`config.mk`:
```
export PLATFORM = sky130hd
export DESIGN_NAME = sync_serial_port
export DESIGN_NICKNAME = d
export VERILOG_FILES = /design/src/core/sync_serial_pkg.sv /design/src/core/sync_serial_port.sv
export SDC_FILE = /design/constraint.sdc
export NUM_CORES = 1
export LEC_CHECK = 0
export BUFFER_PORTS_ARGS = -buffer_cell sky130_fd_sc_hd__buf_4
export CAP_MARGIN = 10
export CORE_ASPECT_RATIO = 1.25
export CORE_MARGIN = 3
export CORE_UTILIZATION = 30
export CTS_CLUSTER_SIZE = 16
export DETAILED_ROUTE_END_ITERATION = 12
export PLACE_DENSITY = 0.49
export SLEW_MARGIN = 20
export SYNTH_ARGS = -nofsm -noshare
export SYNTH_HDL_FRONTEND = slang
export SYNTH_SLANG_ARGS = --single-unit
```
`constraint.sdc`:
```
create_clock -name clk -period 9.6 [get_ports clk]
set_input_delay 0.96 -clock clk [delete_from_list [all_inputs] [get_ports clk]]
set_output_delay 0.96 -clock clk [all_outputs]
set_load 0.02 [all_outputs]
```
`src/core/sync_serial_pkg.sv`:
```
// Purpose: constants for the clocked serial port block
// Assumes: Avalon-MM byte addresses, one 32-bit word per register
// Notes:   8-bit registers sit in the low byte; upper bits read zero
package sync_serial_pkg;
  // register byte offsets
  localparam logic [4:0] OFS_RX_CTRL   = 5'h00;
  localparam logic [4:0] OFS_RX_DATA   = 5'h04;
  localparam logic [4:0] OFS_TX_CTRL   = 5'h08;
  localparam logic [4:0] OFS_BAUD_CTRL = 5'h0C;
  localparam logic [4:0] OFS_DIV_HIGH  = 5'h10;
  localparam logic [4:0] OFS_DIV_LOW   = 5'h14;
  localparam logic [4:0] OFS_TX_DATA   = 5'h18;
  localparam logic [4:0] OFS_INT_CTRL  = 5'h1C;
  // rx_control_status fields
  localparam int RC_SERIAL_EN  = 7;
  localparam int RC_RX_NINTH   = 6;
  localparam int RC_SINGLE_RX  = 5;
  localparam int RC_CONT_RX    = 4;
  localparam int RC_ADDR_DET   = 3;
  localparam int RC_FRAME_ERR  = 2;
  localparam int RC_OVERRUN    = 1;
  localparam int RC_NINTH_BIT  = 0;
  // tx_control_status fields
  localparam int TC_CLK_SRC    = 7;
  localparam int TC_TX_NINTH   = 6;
  localparam int TC_TX_EN      = 5;
  localparam int TC_CLOCKED    = 4;
  localparam int TC_SEND_BREAK = 3;
  localparam int TC_HIGH_SPEED = 2;
  localparam int TC_SHIFT_EMPT = 1;
  localparam int TC_NINTH_BIT  = 0;
  // baud_control fields
  localparam int BC_AB_OVF     = 7;
  localparam int BC_RX_IDLE    = 6;
  localparam int BC_DATA_INV   = 5;
  localparam int BC_CLK_INV    = 4;
  localparam int BC_WIDE       = 3;
  localparam int BC_WAKE       = 1;
  localparam int BC_AB_EN      = 0;
  // int_control fields
  localparam int IC_RX_DONE    = 0;
  localparam int IC_TX_READY   = 1;
  localparam int IC_RX_IE      = 2;
  localparam int IC_TX_IE      = 3;
  localparam int IC_PERIPH_IE  = 4;
  // reset values
  localparam logic [7:0] RST_RX_CTRL   = 8'h00;
  localparam logic [7:0] RST_TX_CTRL   = 8'h00;
  localparam logic [7:0] RST_BAUD_CTRL = 8'h00;
  localparam logic [7:0] RST_INT_CTRL  = 8'h00;
  localparam logic [7:0] RST_DIV       = 8'h00;
  // character lengths and queue depth
  localparam logic [3:0] LEN_NARROW = 4'h8;
  localparam logic [3:0] LEN_WIDE   = 4'h9;
  localparam logic [1:0] QUEUE_DEPTH = 2'h2;
  // reserved and unimplemented bits
  localparam logic [7:0] BAUD_WR_MASK = 8'h3B;
endpackage

```
`src/core/sync_serial_port.sv`:
```
// Purpose: clocked serial port, master receive and slave transmit
// Assumes: clk at 200 MHz, pin inputs synchronous to clk
// Notes:   one clock domain; the shift clock is generated or sampled
`timescale 1ns/1ps
`default_nettype none

module sync_serial_port
  import sync_serial_pkg::*;
(
  // clock and reset
  input  wire logic        clk,
  input  wire logic        resetn,
  // avalon-mm slave
  input  wire logic [4:0]  address,
  input  wire logic        read,
  input  wire logic        write,
  input  wire logic [31:0] writedata,
  output logic [31:0]      readdata,
  output logic             waitrequest,
  // clock pin
  input  wire logic        clock_pin_in,
  output logic             clock_pin_out,
  output logic             clock_pin_oe,
  // data pin
  input  wire logic        data_pin_in,
  output logic             data_pin_out,
  output logic             data_pin_oe,
  // interrupt request
  output logic             irq
);

  function automatic logic [3:0] char_len(input logic ninth);
    char_len = ninth ? LEN_WIDE : LEN_NARROW;
  endfunction

  ////////////////////////////////////////////////////////////////////////
  // reset release
  logic rst_meta_r;
  logic rst_n_r;
  always_ff @(posedge clk or negedge resetn)
  begin
    if (!resetn)
    begin
      rst_meta_r <= 1'b0;
      rst_n_r    <= 1'b0;
    end
    else
    begin
      rst_meta_r <= 1'b1;
      rst_n_r    <= rst_meta_r;
    end
  end

  ////////////////////////////////////////////////////////////////////////
  // registers and state
  logic [7:0]  rx_ctrl_r;
  logic [7:0]  tx_ctrl_r;
  logic [7:0]  baud_ctrl_r;
  logic [7:0]  int_ctrl_r;
  logic [7:0]  div_high_r;
  logic [7:0]  div_low_r;
  logic [8:0]  tx_hold_r;
  logic        tx_hold_full_r;
  logic [8:0]  tx_shift_reg_r;
  logic [3:0]  tx_cnt_r;
  logic        tx_busy_r;
  logic [8:0]  rx_shift_reg_r;
  logic [3:0]  rx_cnt_r;
  logic [8:0]  queue_r [0:1];
  logic [1:0]  q_count_r;
  logic        q_head_r;
  logic        overrun_r;
  logic        overrun_single_r;
  logic [16:0] baud_cnt_r;
  logic        phase_r;
  logic        clk_prev_r;

  logic serial_en;
  logic clocked;
  logic master;
  logic rx_req;
  logic nine_rx;
  logic clk_idle;
  logic wr_acc;
  logic rd_acc;
  logic pop;
  logic tx_data_wr;
  logic rx_run;
  logic tx_go;
  logic master_run;
  logic gen_term;
  logic lead;
  logic trail;
  logic rx_done_char;
  logic push;
  logic [8:0]  rx_next;
  logic [8:0]  rx_char;
  logic [15:0] divisor;

  assign serial_en = rx_ctrl_r[RC_SERIAL_EN];
  assign clocked   = tx_ctrl_r[TC_CLOCKED] & serial_en;
  assign master    = tx_ctrl_r[TC_CLK_SRC];
  assign rx_req    = rx_ctrl_r[RC_SINGLE_RX] | rx_ctrl_r[RC_CONT_RX];
  assign nine_rx   = rx_ctrl_r[RC_RX_NINTH];
  assign clk_idle  = baud_ctrl_r[BC_CLK_INV];
  assign wr_acc    = write & ~waitrequest;
  assign rd_acc    = read & ~waitrequest;
  assign pop       = rd_acc & (address == OFS_RX_DATA) & (q_count_r != 2'h0);
  assign tx_data_wr = wr_acc & (address == OFS_TX_DATA);

  // transmitter armed only when enabled, clocked, and not receiving
  assign tx_go  = clocked & tx_ctrl_r[TC_TX_EN] & ~rx_req;
  assign rx_run = clocked & master & rx_req & ~overrun_r;
  assign master_run = clocked & master & (tx_busy_r | rx_run);

  // baud divisor, 16-bit pair or low byte only
  assign divisor  = baud_ctrl_r[BC_WIDE] ? {div_high_r, div_low_r}
                                         : {8'h00, div_low_r};
  assign gen_term = master_run & (baud_cnt_r == {divisor, 1'b1});

  // edges from the generator or from the external master
  always_comb
  begin
    if (master)
    begin
      lead  = gen_term & ~phase_r;
      trail = gen_term & phase_r;
    end
    else
    begin
      lead  = clocked & (clock_pin_in != clk_prev_r) & (clock_pin_in != clk_idle);
      trail = clocked & (clock_pin_in != clk_prev_r) & (clock_pin_in == clk_idle);
    end
  end

  assign rx_next = {data_pin_in ^ baud_ctrl_r[BC_DATA_INV], rx_shift_reg_r[8:1]};
  assign rx_char = nine_rx ? rx_next : {1'b0, rx_next[8:1]};
  assign rx_done_char = rx_run & trail & (rx_cnt_r == char_len(nine_rx) - 4'h1);
  assign push = rx_done_char & ((q_count_r != QUEUE_DEPTH) | pop);

  ////////////////////////////////////////////////////////////////////////
  // bus slave: one wait cycle, then the access completes
  always_ff @(posedge clk or negedge rst_n_r)
  begin
    if (!rst_n_r)
      waitrequest <= 1'b1;
    else
      waitrequest <= ~((read | write) & waitrequest);
  end

  always_ff @(posedge clk or negedge rst_n_r)
  begin
    if (!rst_n_r)
      readdata <= 32'h0000_0000;
    else if (read & waitrequest)
    begin
      readdata <= 32'h0000_0000;
      if (address == OFS_RX_CTRL)
        readdata[7:0] <= {rx_ctrl_r[7:3], 1'b0, overrun_r,
                          queue_r[q_head_r][8]};
      else if (address == OFS_RX_DATA)
        readdata[7:0] <= queue_r[q_head_r][7:0];
      else if (address == OFS_TX_CTRL)
        readdata[7:0] <= {tx_ctrl_r[7:2], ~tx_busy_r, tx_ctrl_r[0]};
      else if (address == OFS_BAUD_CTRL)
        readdata[7:0] <= {1'b0, ~rx_run, baud_ctrl_r[5:3], 1'b0,
                          baud_ctrl_r[1:0]};
      else if (address == OFS_DIV_HIGH)
        readdata[7:0] <= div_high_r;
      else if (address == OFS_DIV_LOW)
        readdata[7:0] <= div_low_r;
      else if (address == OFS_INT_CTRL)
        readdata[7:0] <= {3'h0, int_ctrl_r[4:2], ~tx_hold_full_r,
                          q_count_r != 2'h0};
    end
  end

  ////////////////////////////////////////////////////////////////////////
  // control registers
  always_ff @(posedge clk or negedge rst_n_r)
  begin
    if (!rst_n_r)
      rx_ctrl_r <= RST_RX_CTRL;
    else
    begin
      if (rx_done_char & ~rx_ctrl_r[RC_CONT_RX])
        rx_ctrl_r[RC_SINGLE_RX] <= 1'b0;
      if (wr_acc & (address == OFS_RX_CTRL))
        rx_ctrl_r[7:3] <= writedata[7:3];
    end
  end

  always_ff @(posedge clk or negedge rst_n_r)
  begin
    if (!rst_n_r)
    begin
      tx_ctrl_r   <= RST_TX_CTRL;
      baud_ctrl_r <= RST_BAUD_CTRL;
      int_ctrl_r  <= RST_INT_CTRL;
      div_high_r  <= RST_DIV;
      div_low_r   <= RST_DIV;
    end
    else if (wr_acc)
    begin
      if (address == OFS_TX_CTRL)
        tx_ctrl_r <= {writedata[7:2], 1'b0, writedata[0]};
      else if (address == OFS_BAUD_CTRL)
        baud_ctrl_r <= writedata[7:0] & BAUD_WR_MASK;
      else if (address == OFS_INT_CTRL)
        int_ctrl_r <= {3'h0, writedata[4:2], 2'h0};
      else if (address == OFS_DIV_HIGH)
        div_high_r <= writedata[7:0];
      else if (address == OFS_DIV_LOW)
        div_low_r <= writedata[7:0];
    end
  end

  ////////////////////////////////////////////////////////////////////////
  // shift clock generator and slave edge tracking
  always_ff @(posedge clk or negedge rst_n_r)
  begin
    if (!rst_n_r)
    begin
      baud_cnt_r <= 17'h0_0000;
      phase_r    <= 1'b0;
      clk_prev_r <= 1'b0;
    end
    else
    begin
      clk_prev_r <= clock_pin_in;
      if (!master_run)
      begin
        baud_cnt_r <= 17'h0_0000;
        phase_r    <= 1'b0;
      end
      else if (gen_term)
      begin
        baud_cnt_r <= 17'h0_0000;
        phase_r    <= ~phase_r;
      end
      else
        baud_cnt_r <= baud_cnt_r + 17'h0_0001;
    end
  end

  ////////////////////////////////////////////////////////////////////////
  // transmit holding and shift registers
  always_ff @(posedge clk or negedge rst_n_r)
  begin
    if (!rst_n_r)
    begin
      tx_hold_r      <= 9'h000;
      tx_hold_full_r <= 1'b0;
      tx_shift_reg_r <= 9'h000;
      tx_cnt_r       <= 4'h0;
      tx_busy_r      <= 1'b0;
    end
    else if (!serial_en)
    begin
      tx_hold_full_r <= 1'b0;
      tx_busy_r      <= 1'b0;
      tx_cnt_r       <= 4'h0;
    end
    else
    begin
      if (tx_data_wr)
      begin
        tx_hold_r      <= {tx_ctrl_r[TC_NINTH_BIT], writedata[7:0]};
        tx_hold_full_r <= 1'b1;
      end
      if (tx_busy_r & lead)
      begin
        tx_shift_reg_r <= {1'b0, tx_shift_reg_r[8:1]};
        tx_cnt_r       <= tx_cnt_r - 4'h1;
      end
      if (tx_busy_r & trail & (tx_cnt_r == 4'h0))
        tx_busy_r <= 1'b0;
      else if (!tx_busy_r & tx_hold_full_r & tx_go & !tx_data_wr)
      begin
        tx_shift_reg_r <= tx_hold_r;
        tx_cnt_r       <= char_len(tx_ctrl_r[TC_TX_NINTH]);
        tx_busy_r      <= 1'b1;
        tx_hold_full_r <= 1'b0;
      end
    end
  end

  ////////////////////////////////////////////////////////////////////////
  // receive shifter, two-deep queue, overrun
  always_ff @(posedge clk or negedge rst_n_r)
  begin
    if (!rst_n_r)
    begin
      rx_shift_reg_r <= 9'h000;
      rx_cnt_r       <= 4'h0;
    end
    else if (!rx_run)
      rx_cnt_r <= 4'h0;
    else if (rx_done_char)
      rx_cnt_r <= 4'h0;
    else if (trail)
    begin
      rx_shift_reg_r <= rx_next;
      rx_cnt_r       <= rx_cnt_r + 4'h1;
    end
  end

  always_ff @(posedge clk or negedge rst_n_r)
  begin
    if (!rst_n_r)
    begin
      queue_r[0] <= 9'h000;
      queue_r[1] <= 9'h000;
      q_count_r  <= 2'h0;
      q_head_r   <= 1'b0;
    end
    else if (!serial_en)
    begin
      q_count_r <= 2'h0;
      q_head_r  <= 1'b0;
    end
    else
    begin
      if (push)
        queue_r[q_head_r ^ (q_count_r[0] & ~pop)] <= rx_char;
      if (pop)
        q_head_r <= ~q_head_r;
      if (push & !pop)
        q_count_r <= q_count_r + 2'h1;
      else if (pop & !push)
        q_count_r <= q_count_r - 2'h1;
    end
  end

  always_ff @(posedge clk or negedge rst_n_r)
  begin
    if (!rst_n_r)
    begin
      overrun_r        <= 1'b0;
      overrun_single_r <= 1'b0;
    end
    else if (rx_done_char & !push)
    begin
      overrun_r        <= 1'b1;
      overrun_single_r <= ~rx_ctrl_r[RC_CONT_RX];
    end
    else if (!serial_en | (!rx_ctrl_r[RC_CONT_RX] & !overrun_single_r)
             | (overrun_single_r & pop))
      overrun_r <= 1'b0;
  end

  ////////////////////////////////////////////////////////////////////////
  // pins and interrupt
  always_ff @(posedge clk or negedge rst_n_r)
  begin
    if (!rst_n_r)
    begin
      clock_pin_out <= 1'b0;
      clock_pin_oe  <= 1'b0;
      data_pin_out  <= 1'b0;
      data_pin_oe   <= 1'b0;
      irq           <= 1'b0;
    end
    else
    begin
      clock_pin_out <= clk_idle ^ (master_run & ~gen_term ? phase_r : master_run & ~phase_r);
      clock_pin_oe  <= clocked & master;
      data_pin_oe   <= tx_go;
      if (tx_busy_r & lead)
        data_pin_out <= tx_shift_reg_r[0] ^ baud_ctrl_r[BC_DATA_INV];
      irq <= ((q_count_r != 2'h0) & int_ctrl_r[IC_RX_IE])
           | (~tx_hold_full_r & int_ctrl_r[IC_TX_IE]
              & int_ctrl_r[IC_PERIPH_IE]);
    end
  end

endmodule // sync_serial_port

`default_nettype wire

```
# After elaboration in Yosys (flattened, before gate mapping)
# Cells that the tools add are included.
[word_totals]
ff_bits = 131
input_bits = 43
output_inout_bits = 38
elab_cells = 202
[op_classes]
n_eq_ne = 18
muxes = 50
magnitude_cmp = 3
n_reduce_logical = 21
add_sub_neg = 6
bitwise = 72
[ops]
columns = ["operator", "count"]
rows = [
  ["$mux W9", 8],
  ["$mux W8", 6],
  ["$and A1 B1 Y1", 42],
  ["$mux W17", 2],
  ["$mux W4", 7],
  ["$eq A5 B5 Y1 const B", 4],
  ["$mux W1", 19],
  ["$bwmux W18", 1],
  ["$add A17 B1 Y17 const B", 1],
  ["$eq A17 B17 Y1", 1],
  ["$not A1 Y1", 17],
  ["$mux W16", 1],
  ["$eq A5 B4 Y1 const B", 2],
  ["$demux W9 S1", 1],
  ["$ne A3 B1 Y1 const B", 3],
  ["$sub A4 B1 Y4 const B", 2],
  ["$logic_not A1 Y1", 7],
  ["$or A1 B1 Y1", 7],
  ["$mux W2", 3],
  ["$reduce_and A2 Y1", 3],
  ["$reduce_and A3 Y1", 2],
  ["$reduce_and A6 Y1", 1],
  ["$reduce_bool A2 Y1", 3],
  ["$eq A5 B3 Y1 const B", 1],
  ["other kinds (19)", 26],
]

# Logic depth before layout (Yosys ltp)
# Gate-level depths: netlist (run 1).
[logic_depth]
ltp_word = 17
ltp_mapped = 10
mapped_depth_nobuf = 7

# Worst setup path after synthesis (run 1)
# OpenSTA, ideal clock, no wires.
[synth_timing]
path_kind = "input -> register"
start = "input port address[2]"
end = "register queue_r[0] in the netlist's numbering"
stages = 7
arrival_time_ps = 2325
path_buffers = 2
setup_slack_ps = 7150
cell_sequence = "buf_2 > nor2b_1 > nand4b_1 > buf_2 > a31oi_1 > nand2_4 > mux2_4"
[synth_via]
elab_chain_len = 12
word_cells_on_any_way = 16
classes_between = "2 x order compare; 1 x eq/ne; 3 x mux; 8 x bitwise; 2 x reduce/logical"
[synth_rtl]
columns = ["element", "line", "source"]
rows = [
  ["start: declaration", "sync_serial_port.sv:14", "input wire logic [4:0] address,"],
  ["$eq A5 B3 Y1 *", "sync_serial_port.sv:108", "assign pop = rd_acc & (address == OFS_RX_DATA) & (q_count_r != 2'h0);"],
  ["$and A1 B1 Y1 * (2 in series)", "sync_serial_port.sv:108", ""],
  ["$not A1 Y1", "sync_serial_port.sv:325", "queue_r[q_head_r ^ (q_count_r[0] & ~pop)] <= rx_char;"],
  ["$and A1 B1 Y1", "sync_serial_port.sv:325", ""],
  ["$xor A1 B1 Y1", "sync_serial_port.sv:325", ""],
  ["$not A1 Y2", "sync_serial_port.sv:325", ""],
  ["$ge A2 B2 Y1 (not written as such) / $lt A2 B1 Y1 (equally long branches)", "sync_serial_port.sv:325", ""],
  ["$logic_and A1 B1 Y1 (not written as such)", "sync_serial_port.sv:325", ""],
  ["$mux W9 (not written as such)", "sync_serial_port.sv:325", ""],
  ["$demux W9 S1", "sync_serial_port.sv:325", ""],
  ["$bwmux W18", "sync_serial_port.sv:325", ""],
  ["end signal: indexed assignment", "sync_serial_port.sv:325", ""],
  ["end: declaration", "sync_serial_port.sv:69", "logic [8:0] queue_r [0:1];"],
]
# Mark *: on every way between the ends. The rest lies on a longest branch, timed or not.
# A chain may end at the register's enable or synchronous reset.

# Worst setup path after layout (run 1)
[layout_timing]
start = "register rx_ctrl_r[7]"
end = "register tx_cnt_r[0]"
[layout_via]
word_cells_on_any_way = 25
classes_between = "6 x mux; 19 x bitwise"
[layout_rtl]
columns = ["element", "line", "source"]
rows = [
  ["start: declaration", "sync_serial_port.sv:56", "logic [7:0] rx_ctrl_r;"],
  ["start signal: assignment", "sync_serial_port.sv:189", "rx_ctrl_r[7:3] <= writedata[7:3];"],
  ["$and A1 B1 Y1", "sync_serial_port.sv:101", "assign clocked = tx_ctrl_r[TC_CLOCKED] & serial_en;"],
  ["$and A1 B1 Y1 (2 in series)", "sync_serial_port.sv:112", "assign tx_go = clocked & tx_ctrl_r[TC_TX_EN] & ~rx_req;"],
  ["net tx_go", "sync_serial_port.sv:89", "logic tx_go;"],
  ["$and A1 B1 Y1 (2 in series)", "sync_serial_port.sv:278", "else if (!tx_busy_r & tx_hold_full_r & tx_go & !tx_data_wr)"],
  ["$mux W4", "sync_serial_port.sv:278", ""],
  ["$mux W4", "sync_serial_port.sv:276", "if (tx_busy_r & trail & (tx_cnt_r == 4'h0))"],
  ["$mux W4", "sync_serial_port.sv:258", "else if (!serial_en)"],
  ["end signal: assignment", "sync_serial_port.sv:274", "tx_cnt_r <= tx_cnt_r - 4'h1;"],
  ["end signal: assignment", "sync_serial_port.sv:281", "tx_cnt_r <= char_len(tx_ctrl_r[TC_TX_NINTH]);"],
  ["end: declaration", "sync_serial_port.sv:65", "logic [3:0] tx_cnt_r;"],
]
# The timed path passes the listed nets, and every way through them passes these cells.

==> summary.md, run 1 <==
| Metric | Value |
|---|---|
| Status | completed |
| Largest net degree at the start of global routing | 82 |
| Share of the synthesized area in the top cell type | 0.456 |
| Sink Count | 130 |
| First-pass GRT wire length | 28600 um |
| Register share of total power | 0.419 |
| Post-synthesis adder-cell area fraction | 0.00707 |
| Pwr Density | 184 nW/um^2 |
| 1st-iter DRT viols | 461 |
| Worst Path Arrival | 3540 ps |
| Library cells used by synthesis | 80 |
| CTS clock-pin slew for the worst setup and hold paths | 60 ps |
| NetSw | 365 uW |
| H-tree depth | 4 |
| Worst slew margin | 0.362 |
| Vias in the first global route | 5061 |
| Total grt overflow | 0 |
| CP Max Fanout | 22 |
| Dpl cell area | 7440 sq um |
| Worst-Margin Slew | 954 ps |
| HP Class | primary input to async pin |
| Row cnt | 62 |
| Layout cells sized above 1 | 0.290 |
| Number of synthesized flops with an enable pin | 0 |
| ANT nets after route | 0 |
| Yosys top cell by area | dfrtp_1 |
| Worst path required time | 9910 ps |
| Initial antenna violation count | 0 |
| Die Y | 178 um |
| Fin crit share | 0.337 |
| Post-synth top flop | dfrtp_1 |
| Crit-path cells | nand2_1 -> nor4b_2 -> nand4_1 -> and4_2 -> o31a_1 |
| Clk_skew | 7.88 ps |
| Largest family of logic cells by synthesized area | multiplexers |
| Asr flop ratio synth | 1.00 |
| Post-synthesis mux area share | 0.158 |
| Clock share of power | 0.496 |
| Vias/cell | 5.09 |
| Sw Ratio | 0.244 |
| Mapped Area | 7080 sq um |
| Clock Latency Late Sink | 420 ps |
| Hold Buf Count CTS | 0 |
| TritonCTS clock tree | done |
| Commonest non-fill, non-tap cell in the layout | dfrtp_1 |
| Die width | 143 um |
| P_int | 1.13 mW |
| Largest stage delay on the critical path | 800 ps |
| Routed len/inst | 18.7 um |
| Max-cap violations | 0 |
| Post-synthesis compound-gate area fraction | 0.117 |
| Setup bufs post-CTS | 0 |
| Io pins | 81 |
| Min Tclk post-route | 3230 ps |
| Setup TNS | 0 ps |
| Non-Filler Instances | 939 |
| Cells on worst reg2reg path | 5 |
| WL final | 17600 um |
| Gate power share | 0.085 |
| Total power | 1.49 mW |
| Critical path's top delay family | simple AND/OR/NAND/NOR gates |
| CTS max path bufs | 2 |
| Initial Utilization | 0.306 |
| Mapped Cells | 611 |
| Placed Cells | 907 |
| Avg Cell Area, Syn | 11.6 sq um |
| Final-report setup violation count | 0 |
| Final Hold Viols | 0 |
| CTS Buf Count | 17 |
| N_diodes | 0 |
| Reg2Reg Setup Slack | 6370 ps |
| Fmax achieved | 309 MHz |
| Core area | 23100 sq um |
| Drt first pass iters | 5 |
| GPL Wtd Cong | 0.836 |
| Unrepaired setup endpoints after global routing | no |
| Die ar. | 25500 sq um |
| FF-to-FF End | tx_cnt_r[0]$_DFF_PN0_ |
| GRT Total Usage | 0.146 |
| DP Wirelength | 12900 um |
| Simple-Gate Fraction of Synth Area | 0.155 |
| Register area share after synthesis | 0.460 |
| Nets | 685 |
| Post-CTS sizing | 0 |
| Number of port buffers | 32 |
| Bufs and invs on worst path | 0 |
| Worst hold margin | 313 ps |
| Leakage | 3.73 nW |
| Commonest non-fill, non-tap cells in the layout | dfrtp_1, mux2_2, nor2_1, buf_4, nand2_1 |
| Slowest CP cell | dfrtp_1 |
| Max VDD drop | 0.0000896 V |
| Startpoint types | flip-flop |
| Via Count | 4783 |
| Largest cells by area after synthesis | dfrtp_1, mux2_2, mux2_4 |
| Post-Synth XOR/XNOR Area | 0.0421 |
| Yosys Warn Count | 0 |
| Root buf cell | clkbuf_16 |
| Worst Setup Path Type | flip-flop to flip-flop |
| Synth Register Bits | 130 |
| DRC viols | 0 |
| CP Capture Type | flip-flop |
| Area growth, synth to finish | 14.6% |
| Cell area after layout | 8110 sq um |
| Slew Limit Fails | 0 |
| R2R Path Start | rx_ctrl_r[7]$_DFFE_PN0P_ |
-- how the worst max path moves through the flow --
stage | from | cells after the start | slack [ps] | end
finish | rx_ctrl_r[7]$_DFFE_PN0P_ | 5 | 6370 | tx_cnt_r[0]$_DFF_PN0_
global route | rx_ctrl_r[7]$_DFFE_PN0P_ | 5 | 6190 | tx_cnt_r[0]$_DFF_PN0_
CTS | rx_ctrl_r[7]$_DFFE_PN0P_ | 5 | 6380 | tx_cnt_r[0]$_DFF_PN0_
detailed placement | rx_ctrl_r[7]$_DFFE_PN0P_ | 5 | 6380 | tx_cnt_r[0]$_DFF_PN0_
global placement | rx_ctrl_r[7]$_DFFE_PN0P_ | 5 | 6400 | tx_cnt_r[0]$_DFF_PN0_
floorplan | rst_n_r$_DFF_PN0_ | 0 | 5710 | baud_cnt_r[0]$_DFF_PN0_
-- cells by family (layout without fill, tap and decap cells) --
family / after synthesis / count (layout)
AO/OA/AOI/OAI: 101 / 101
other: 2 / 25
multiplexers: 94 / 94
flip-flops: 130 / 130
buffers and inverters: 68 / 85
AND/OR/NAND/NOR: 181 / 181
adder cells (fa/ha/maj): 4 / 4
XOR/XNOR: 31 / 31
-- cell type report --
cell class              instances  area, sq um
multi-input cells             436         3490
repair buffers                 34          259
well taps                     288          360
inverters                      19         71.3
clock inverters                13          231
clock buffers                  19          443
fillers                      2273        15000
flip-flops and latches        130         3260
-- power groups by stage --
stage	combinational, mW	clock, mW	sequential (mW)
4_1_cts	0.129	0.759	0.626
3_3_place_gp	0.126	0	0.634
5_1_grt	0.140	0.782	0.631
2_1_floorplan	0.0900	0	0.626
6_report	0.127	0.742	0.626
3_5_place_dp	0.128	0	0.636
-- worst register-to-register path: cells and delay by family, from the launching register on --
family / cells / cell delay [ps]
AO/OA/AOI/OAI: 1 / 290
AND/OR/NAND/NOR: 4 / 2040
flip-flops: 1 / 800
-- stage by stage --
step | util | setup WS, ps
after floorplan | - | 5710
after global placement | 0.322 | 6400
after detailed placement | 0.322 | 6380
after CTS | 0.351 | 6380
after global routing | 0.351 | 6190
final | 0.351 | 6370
-- metal layers --
metal	GRT usage	routed length (um)
met1	0.187	7830
met5	0	0
met3	0.0283	567
met2	0.239	8730
met4	0.0612	453
-- state kept, by name (all words and copies together) (netlist names), 5 cells and up --
signal,flops
tx_shift_reg_r,9
baud_ctrl_r,5
rx_shift_reg_r,8
queue_r,18
tx_ctrl_r,7
div_high_r,8
tx_hold_r,9
readdata,8
baud_cnt_r,17
div_low_r,8
-- synth_stat cells (5+ instances only) --
cell      number
inv_1         19
xnor2_1       13
nor2_1        38
mux2_1         8
dfrtp_1      129
a211oi_2       8
xor2_1        16
a21oi_1       10
a22oi_1       10
and3_1        16
nand4_1        7
buf_6          5
nor2_4         8
nand4b_1       5
o22ai_1       10
and2_1         8
clkbuf_1       9
nor2b_1        6
mux2_4        19
nand2_1       29
nand3_1       23
o21ai_0       12
mux2i_1        7
nor3_1         6
a31oi_1        8
buf_4         24
nand2b_1       5
mux2_2        60
Power figures use the tool's default switching activity.
==> run 2: changes to the inputs <==
==> constraint.sdc (replaced) <==
create_clock -name clk -period 3.14 [get_ports clk]
set_input_delay 0.314 -clock clk [delete_from_list [all_inputs] [get_ports clk]]
set_output_delay 0.314 -clock clk [all_outputs]
set_load 0.02 [all_outputs]
==> summary.md, run 2 (synthesis results as in run 1) <==
| Metric | Value |
|---|---|
| Status | completed |
| Worst Setup Path Type | flip-flop to flip-flop |
| DRC viols | 0 (unchanged) |
| Clock Latency Late Sink | 420 ps (about the same) |
| HP Class | primary input to flip-flop |
| Clk_skew | 12.2 ps (+4.30 ps) |
| Final Hold Viols | 0 (unchanged) |
| Final-report setup violation count | 0 (unchanged) |
| Fmax achieved | 395 MHz (+28%) |
| Pwr Density | 539 nW/um^2 (+190%) |
| GRT Total Usage | 0.145 (-0.00100) |
| Max reg flops | 18 (unchanged) |
| Via Count | 4854 (+1.5%) |
| # fillers | 2288 (+0.66%) |
| Vias/cell | 5.14 (+0.84%) |
| GPL Wtd Cong | 0.834 (-0.23%) |
| First-pass GRT wire length | 28400 um (-0.68%) |
| Number of port buffers | 32 (unchanged) |
| ANT nets after route | 0 (unchanged) |
| Min Tclk post-route | 2530 ps (-702 ps) |
| Area growth, synth to finish | 14.6% (about the same) |
| N_diodes | 0 (unchanged) |
| Unrepaired setup endpoints after global routing | no |
| Io pins | 81 (unchanged) |
| Max-cap violations | 0 (unchanged) |
| Total power | 4.37 mW (+190%) |
| TritonCTS clock tree | done |
| Vias in the first global route | 5101 (+0.79%) |
| Worst path required time | 3440 ps (-6470 ps) |
| Worst Path Arrival | 2830 ps (-710 ps) |
| Drt first pass iters | 6 (+1) |
| Max VDD drop | 0.000284 V (+220%) |
| Hold Buf Count CTS | 1 (+1) |
| Post-CTS sizing | 0 (unchanged) |
| Die Y | 178 um (unchanged) |
| WL final | 17700 um (+0.82%) |
| Worst-Margin Slew | 698 ps (-256 ps) |
| P_int | 3.23 mW (+190%) |
| Die width | 143 um (unchanged) |
| FF+latch area | 3260 sq um (unchanged) |
| Nets | 691 (+0.88%) |
| Total grt overflow | 0 (unchanged) |
| Setup TNS | 0 ps (unchanged) |
| Layout cells sized above 1 | 0.295 (+0.00496) |
| Sink Count | 130 (unchanged) |
| CP Capture Type | flip-flop |
| Clock share of power | 0.472 (-0.024) |
| CTS clock-pin slew for the worst setup and hold paths | 60 ps (about the same) |
| Sw Ratio | 0.262 (+0.0176) |
| Row cnt | 62 (unchanged) |
| CTS Buf Count | 17 (unchanged) |
| Top reg by flops | queue_r |
| Largest net degree at the start of global routing | 87 (+6.1%) |
| NetSw | 1.15 mW (+210%) |
| Largest registers | queue_r: 18 flops, baud_cnt_r: 17 flops |
| Initial Utilization | 0.306 (unchanged) |
| Core area | 23100 sq um (unchanged) |
| Gate power share | 0.094 (+0.009) |
| Worst slew margin | 0.533 (+0.171) |
| Setup bufs post-CTS | 0 (unchanged) |
| 1st-iter DRT viols | 278 (-40%) |
| Register share of total power | 0.435 (+0.016) |
| Leakage | 3.73 nW (about the same) |
| Slew Limit Fails | 0 (unchanged) |
| CP Max Fanout | 13 (-41%) |
| Worst hold margin | 64.7 ps (-248 ps) |
| Commonest non-fill, non-tap cell in the layout | dfrtp_1 |
| CTS max path bufs | 2 (unchanged) |
| Root buf cell | clkbuf_16 |
| Startpoint types | flip-flop |
| DP Wirelength | 12900 um (+0.30%) |
| Die ar. | 25500 sq um (unchanged) |
| Commonest non-fill, non-tap cells in the layout | dfrtp_1, mux2_2, nor2_1, buf_4, nand2_1 |
| H-tree depth | 4 (unchanged) |
| Initial antenna violation count | 0 (unchanged) |
| Multi-input logic area | 3490 sq um (unchanged) |
| Routed len/inst | 18.8 um (+0.18%) |
| Fin crit share | 0.806 (+0.469) |
[run 2: cell types whose count changed in the layout (fill, tap and decap cells not counted), moves of 2 or more]
cell	previous run	this run
dlygate4sd3_1	0	2
inv_6	1	3
buf_4	33	37
bufinv_16	6	3
[run 2: cell type report]
type / instances / area share
Sequential cell: 130 / 0.401
Clock inverter: 14 / 0.0219
Clock buffer: 18 / 0.0541
Timing Repair Buffer: 40 / 0.0392
Inverter: 19 / 0.00879
Tap cell: 288 / 0.0444
Multi-Input combinational cell: 436 / 0.430
[run 2: path summary, 6_finish.rpt]
check                                    start                            end  slack (ps)  depth (start not counted)
max in group asynchronous    rst_n_r$_DFF_PN0_  rx_shift_reg_r[8]$_DFFE_PN0P_        1920                          1
min in group asynchronous               resetn              rst_n_r$_DFF_PN0_         200                          2
min reg2reg                  rst_n_r$_DFF_PN0_  tx_shift_reg_r[4]$_DFFE_PN0P_         340                          0
min                                      write          waitrequest$_DFF_PN1_          60                          2
max reg2reg                nine_rx$_DFFE_PN0P_        queue_r[11]$_DFFE_PN0P_         610                          6
max                        nine_rx$_DFFE_PN0P_        queue_r[11]$_DFFE_PN0P_         610                          6
[run 2: per-layer routing]
metal	wire, um	track usage	up-vias
li1	-	-	2243
met1	7410	0.176	2468
met2	9030	0.245	121
met3	775	0.0321	22
met4	504	0.0628	0
met5	0	0	-
[run 2: critical path: stages, from the launching register on]
cell and delay [ps]:
dfrtp_1 560, or2_2 380, o2bb2ai_1 210, and3_1 210
and4_1 440, o21ai_4 250, mux2_4 350
[run 2: power by group through the flow]
stage               registers, mW  logic (mW)  clock network, mW
detailed placement           1.93       0.411                  0
global route                 1.92       0.448               2.21
floorplan                    1.92       0.275                  0
CTS                          1.90       0.414               2.12
finish                       1.90       0.410               2.06
global placement             1.93       0.400                  0
[run 2: stage by stage]
stage,worst slack (ps),area (sq um),utilization,instances
2_1_floorplan,977,7170,-,634
3_3_place_gp,613,7480,0.324,911
3_5_place_dp,582,7480,0.324,911
4_1_cts,573,8110,0.351,944
5_1_grt,435,8120,0.351,945
6_report,610,8120,0.351,945
==> run 3: changes to the inputs <==
==> constraint.sdc (replaced) <==
create_clock -name clk -period 2.48 [get_ports clk]
set_input_delay 0.248 -clock clk [delete_from_list [all_inputs] [get_ports clk]]
set_output_delay 0.248 -clock clk [all_outputs]
set_load 0.02 [all_outputs]
==> summary.md, run 3 (synthesis results as in run 1) <==
| Metric | Value |
|---|---|
| Unrepaired setup endpoints after global routing | no |
| N_diodes | 0 (unchanged) |
| First-pass GRT wire length | 28600 um (+0.63%) |
| GRT Total Usage | 0.146 (+0.000850) |
| Drt first pass iters | 6 (unchanged) |
| Final-report setup violation count | 0 (unchanged) |
| Fin worst setup slack | 253 ps (-357 ps) |
| Layout cells sized above 1 | 0.308 (+0.0132) |
| Die ar. | 25500 sq um (unchanged) |
| # fillers | 2293 (+0.22%) |
| Total grt overflow | 0 (unchanged) |
| Via Count | 4871 (+0.35%) |
| Die width | 143 um (unchanged) |
| Metal3 WL | 510 um (-34%) |
| Dpl cell area | 7570 sq um (+1.2%) |
| Routed len/inst | 18.3 um (-2.4%) |
| Area growth, synth to finish | 16.0% |
| Largest registers | queue_r: 18 flops, baud_cnt_r: 17 flops |
| Worst slew margin | 0.586 (+0.0531) |
| Initial antenna violation count | 0 (unchanged) |
| Sink Count | 130 (unchanged) |
| Die Y | 178 um (unchanged) |
| Min Tclk post-route | 2230 ps (-303 ps) |
| CP Max Fanout | 8 (-5) |
| Worst Setup Path Type | flip-flop to flip-flop |
| ANT nets after route | 0 (unchanged) |
| Top reg by flops | queue_r |
| Met2 routed wirelength | 9010 um (-0.23%) |
| Worst path required time | 2770 ps (-670 ps) |
| Largest net degree at the start of global routing | 99 (+14%) |
| Placed Cells | 923 (+1.3%) |
| Clk_skew | 8.78 ps (-3.40 ps) |
| Final Hold Viols | 0 (unchanged) |
| FF+latch area | 3260 sq um (about the same) |
| Startpoint types | flip-flop |
| DP Wirelength | 13100 um (+1.1%) |
| DRT met1 WL | 7720 um (+4.2%) |
| CP Capture Type | flip-flop |
| Vias in the first global route | 5187 (+1.7%) |
| Cell area after layout | 8220 sq um (+1.2%) |
| TritonCTS clock tree | done |
| Io pins | 81 (unchanged) |
| Max Used Layer | met4 |
| Pwr Density | 668 nW/um^2 (+24%) |
| Max reg flops | 18 (unchanged) |
| Max VDD drop | 0.000335 V (+18%) |
| Clock Latency Late Sink | 420 ps (about the same) |
| Multi-input logic area | 3490 sq um (about the same) |
| Number of port buffers | 32 (unchanged) |
| Commonest non-fill, non-tap cell in the layout | dfrtp_1 |
| Row cnt | 62 (unchanged) |
| 1st-iter DRT viols | 280 (+0.72%) |
| Max-cap violations | 0 (unchanged) |
| Worst-Margin Slew | 620 ps (-78.0 ps) |
| Setup TNS | 0 ps (unchanged) |
| Fin crit share | 0.898 (+0.0923) |
| Vias/cell | 5.08 (-1.1%) |
| CTS Buf Count | 17 (unchanged) |
| Non-Filler Instances | 959 (+1.5%) |
| Dpl ws | 58.0 ps (-524 ps) |
| Initial Utilization | 0.306 (unchanged) |
| HP Class | primary input to flip-flop |
| CTS clock-pin slew for the worst setup and hold paths | 60 ps (about the same) |
| WL final | 17600 um (-0.93%) |
| GPL Wtd Cong | 0.847 (+1.5%) |
| Commonest non-fill, non-tap cells in the layout | dfrtp_1, mux2_2, buf_4, nor2_1, nand2_1 |
| Reg2Reg Setup Slack | 250 ps (-360 ps) |
| Root buf cell | clkbuf_16 |
| CTS max path bufs | 2 (unchanged) |
| H-tree depth | 4 (unchanged) |
| Core area | 23100 sq um (unchanged) |
| Status | completed |
| Nets | 705 (+2.0%) |
| Slew Limit Fails | 0 (unchanged) |
| Leakage | 3.79 nW (+1.4%) |
| Worst Path Arrival | 2520 ps (-310 ps) |
| DRC viols | 0 (unchanged) |
| Fmax achieved | 449 MHz (+14%) |
run 3: cell types whose count changed in the layout (fill, tap and decap cells not counted), sizes merged:
cell         before  now
buf              38   50
clkbuf           18   19
clkinvlp          3    4
clkinv            4    6
inv              23   19
dlygate4sd3       2    4
run 3: report_power, final:
part / internal [mW] / leakage (nW) / switching (mW)
registers: 2.24 / 1.76 / 0.136
logic: 0.241 / 1.74 / 0.324
clock network: 1.60 / 0.285 / 0.943
run 3: layer usage:
metal / track usage / vias to the layer above
li1: - / 2269
met4: 0.0475 / 0
met1: 0.180 / 2491
met5: 0 / -
met2: 0.252 / 94
met3: 0.0296 / 17
run 3: layout make-up:
cell class	instances	area share
Multi-Input combinational cell	436	0.425
Sequential cell	130	0.397
Clock buffer	19	0.0539
Timing Repair Buffer	54	0.0521
Tap cell	288	0.0439
Clock inverter	13	0.0196
Inverter	19	0.00868
run 3: path summary, 6_finish.rpt:
check | start | end | cells past startpoint
worst max-delay path | div_high_r[5]$_DFFE_PN0P_ | rx_shift_reg_r[4]$_DFFE_PN0P_ | 6
worst min-delay path | writedata[5] | baud_ctrl_r[5]$_DFFE_PN0P_ | 2
worst max register to register | div_high_r[5]$_DFFE_PN0P_ | rx_shift_reg_r[4]$_DFFE_PN0P_ | 6
worst min register to register | rst_meta_r$_DFF_PN0_ | rst_n_r$_DFF_PN0_ | 0
max in group asynchronous | rst_n_r$_DFF_PN0_ | rx_shift_reg_r[1]$_DFFE_PN0P_ | 1
min in group asynchronous | resetn | rst_n_r$_DFF_PN0_ | 2
run 3: worst max-delay path, cell delays in order (launching register included):
cell and delay [ps]:
dfrtp_1 460, o21a_1 200, nor3_1 230, o22a_2 290, and3_1 360, nand3_4 200, mux2_1 360
run 3: what timing repair did:
| item | CTS | global route |
|---|---|---|
| setup buffers | 0 | 0 |
| gates resized for setup | 0 | 2 |
| hold endpoints to repair | 4 | 0 |
| setup endpoints to repair | 0 | 18 |
| hold buffers | 4 | 0 |
run 3: stage by stage:
step                power [mW]  hold slack, ps  utilization
floorplan                 2.77           -47.6            -
global placement          2.96            31.7        0.327
detailed placement        2.98            30.8        0.327
CTS                       5.56            84.0        0.355
global route              5.73            78.9        0.355
finish                    5.49            91.0        0.355
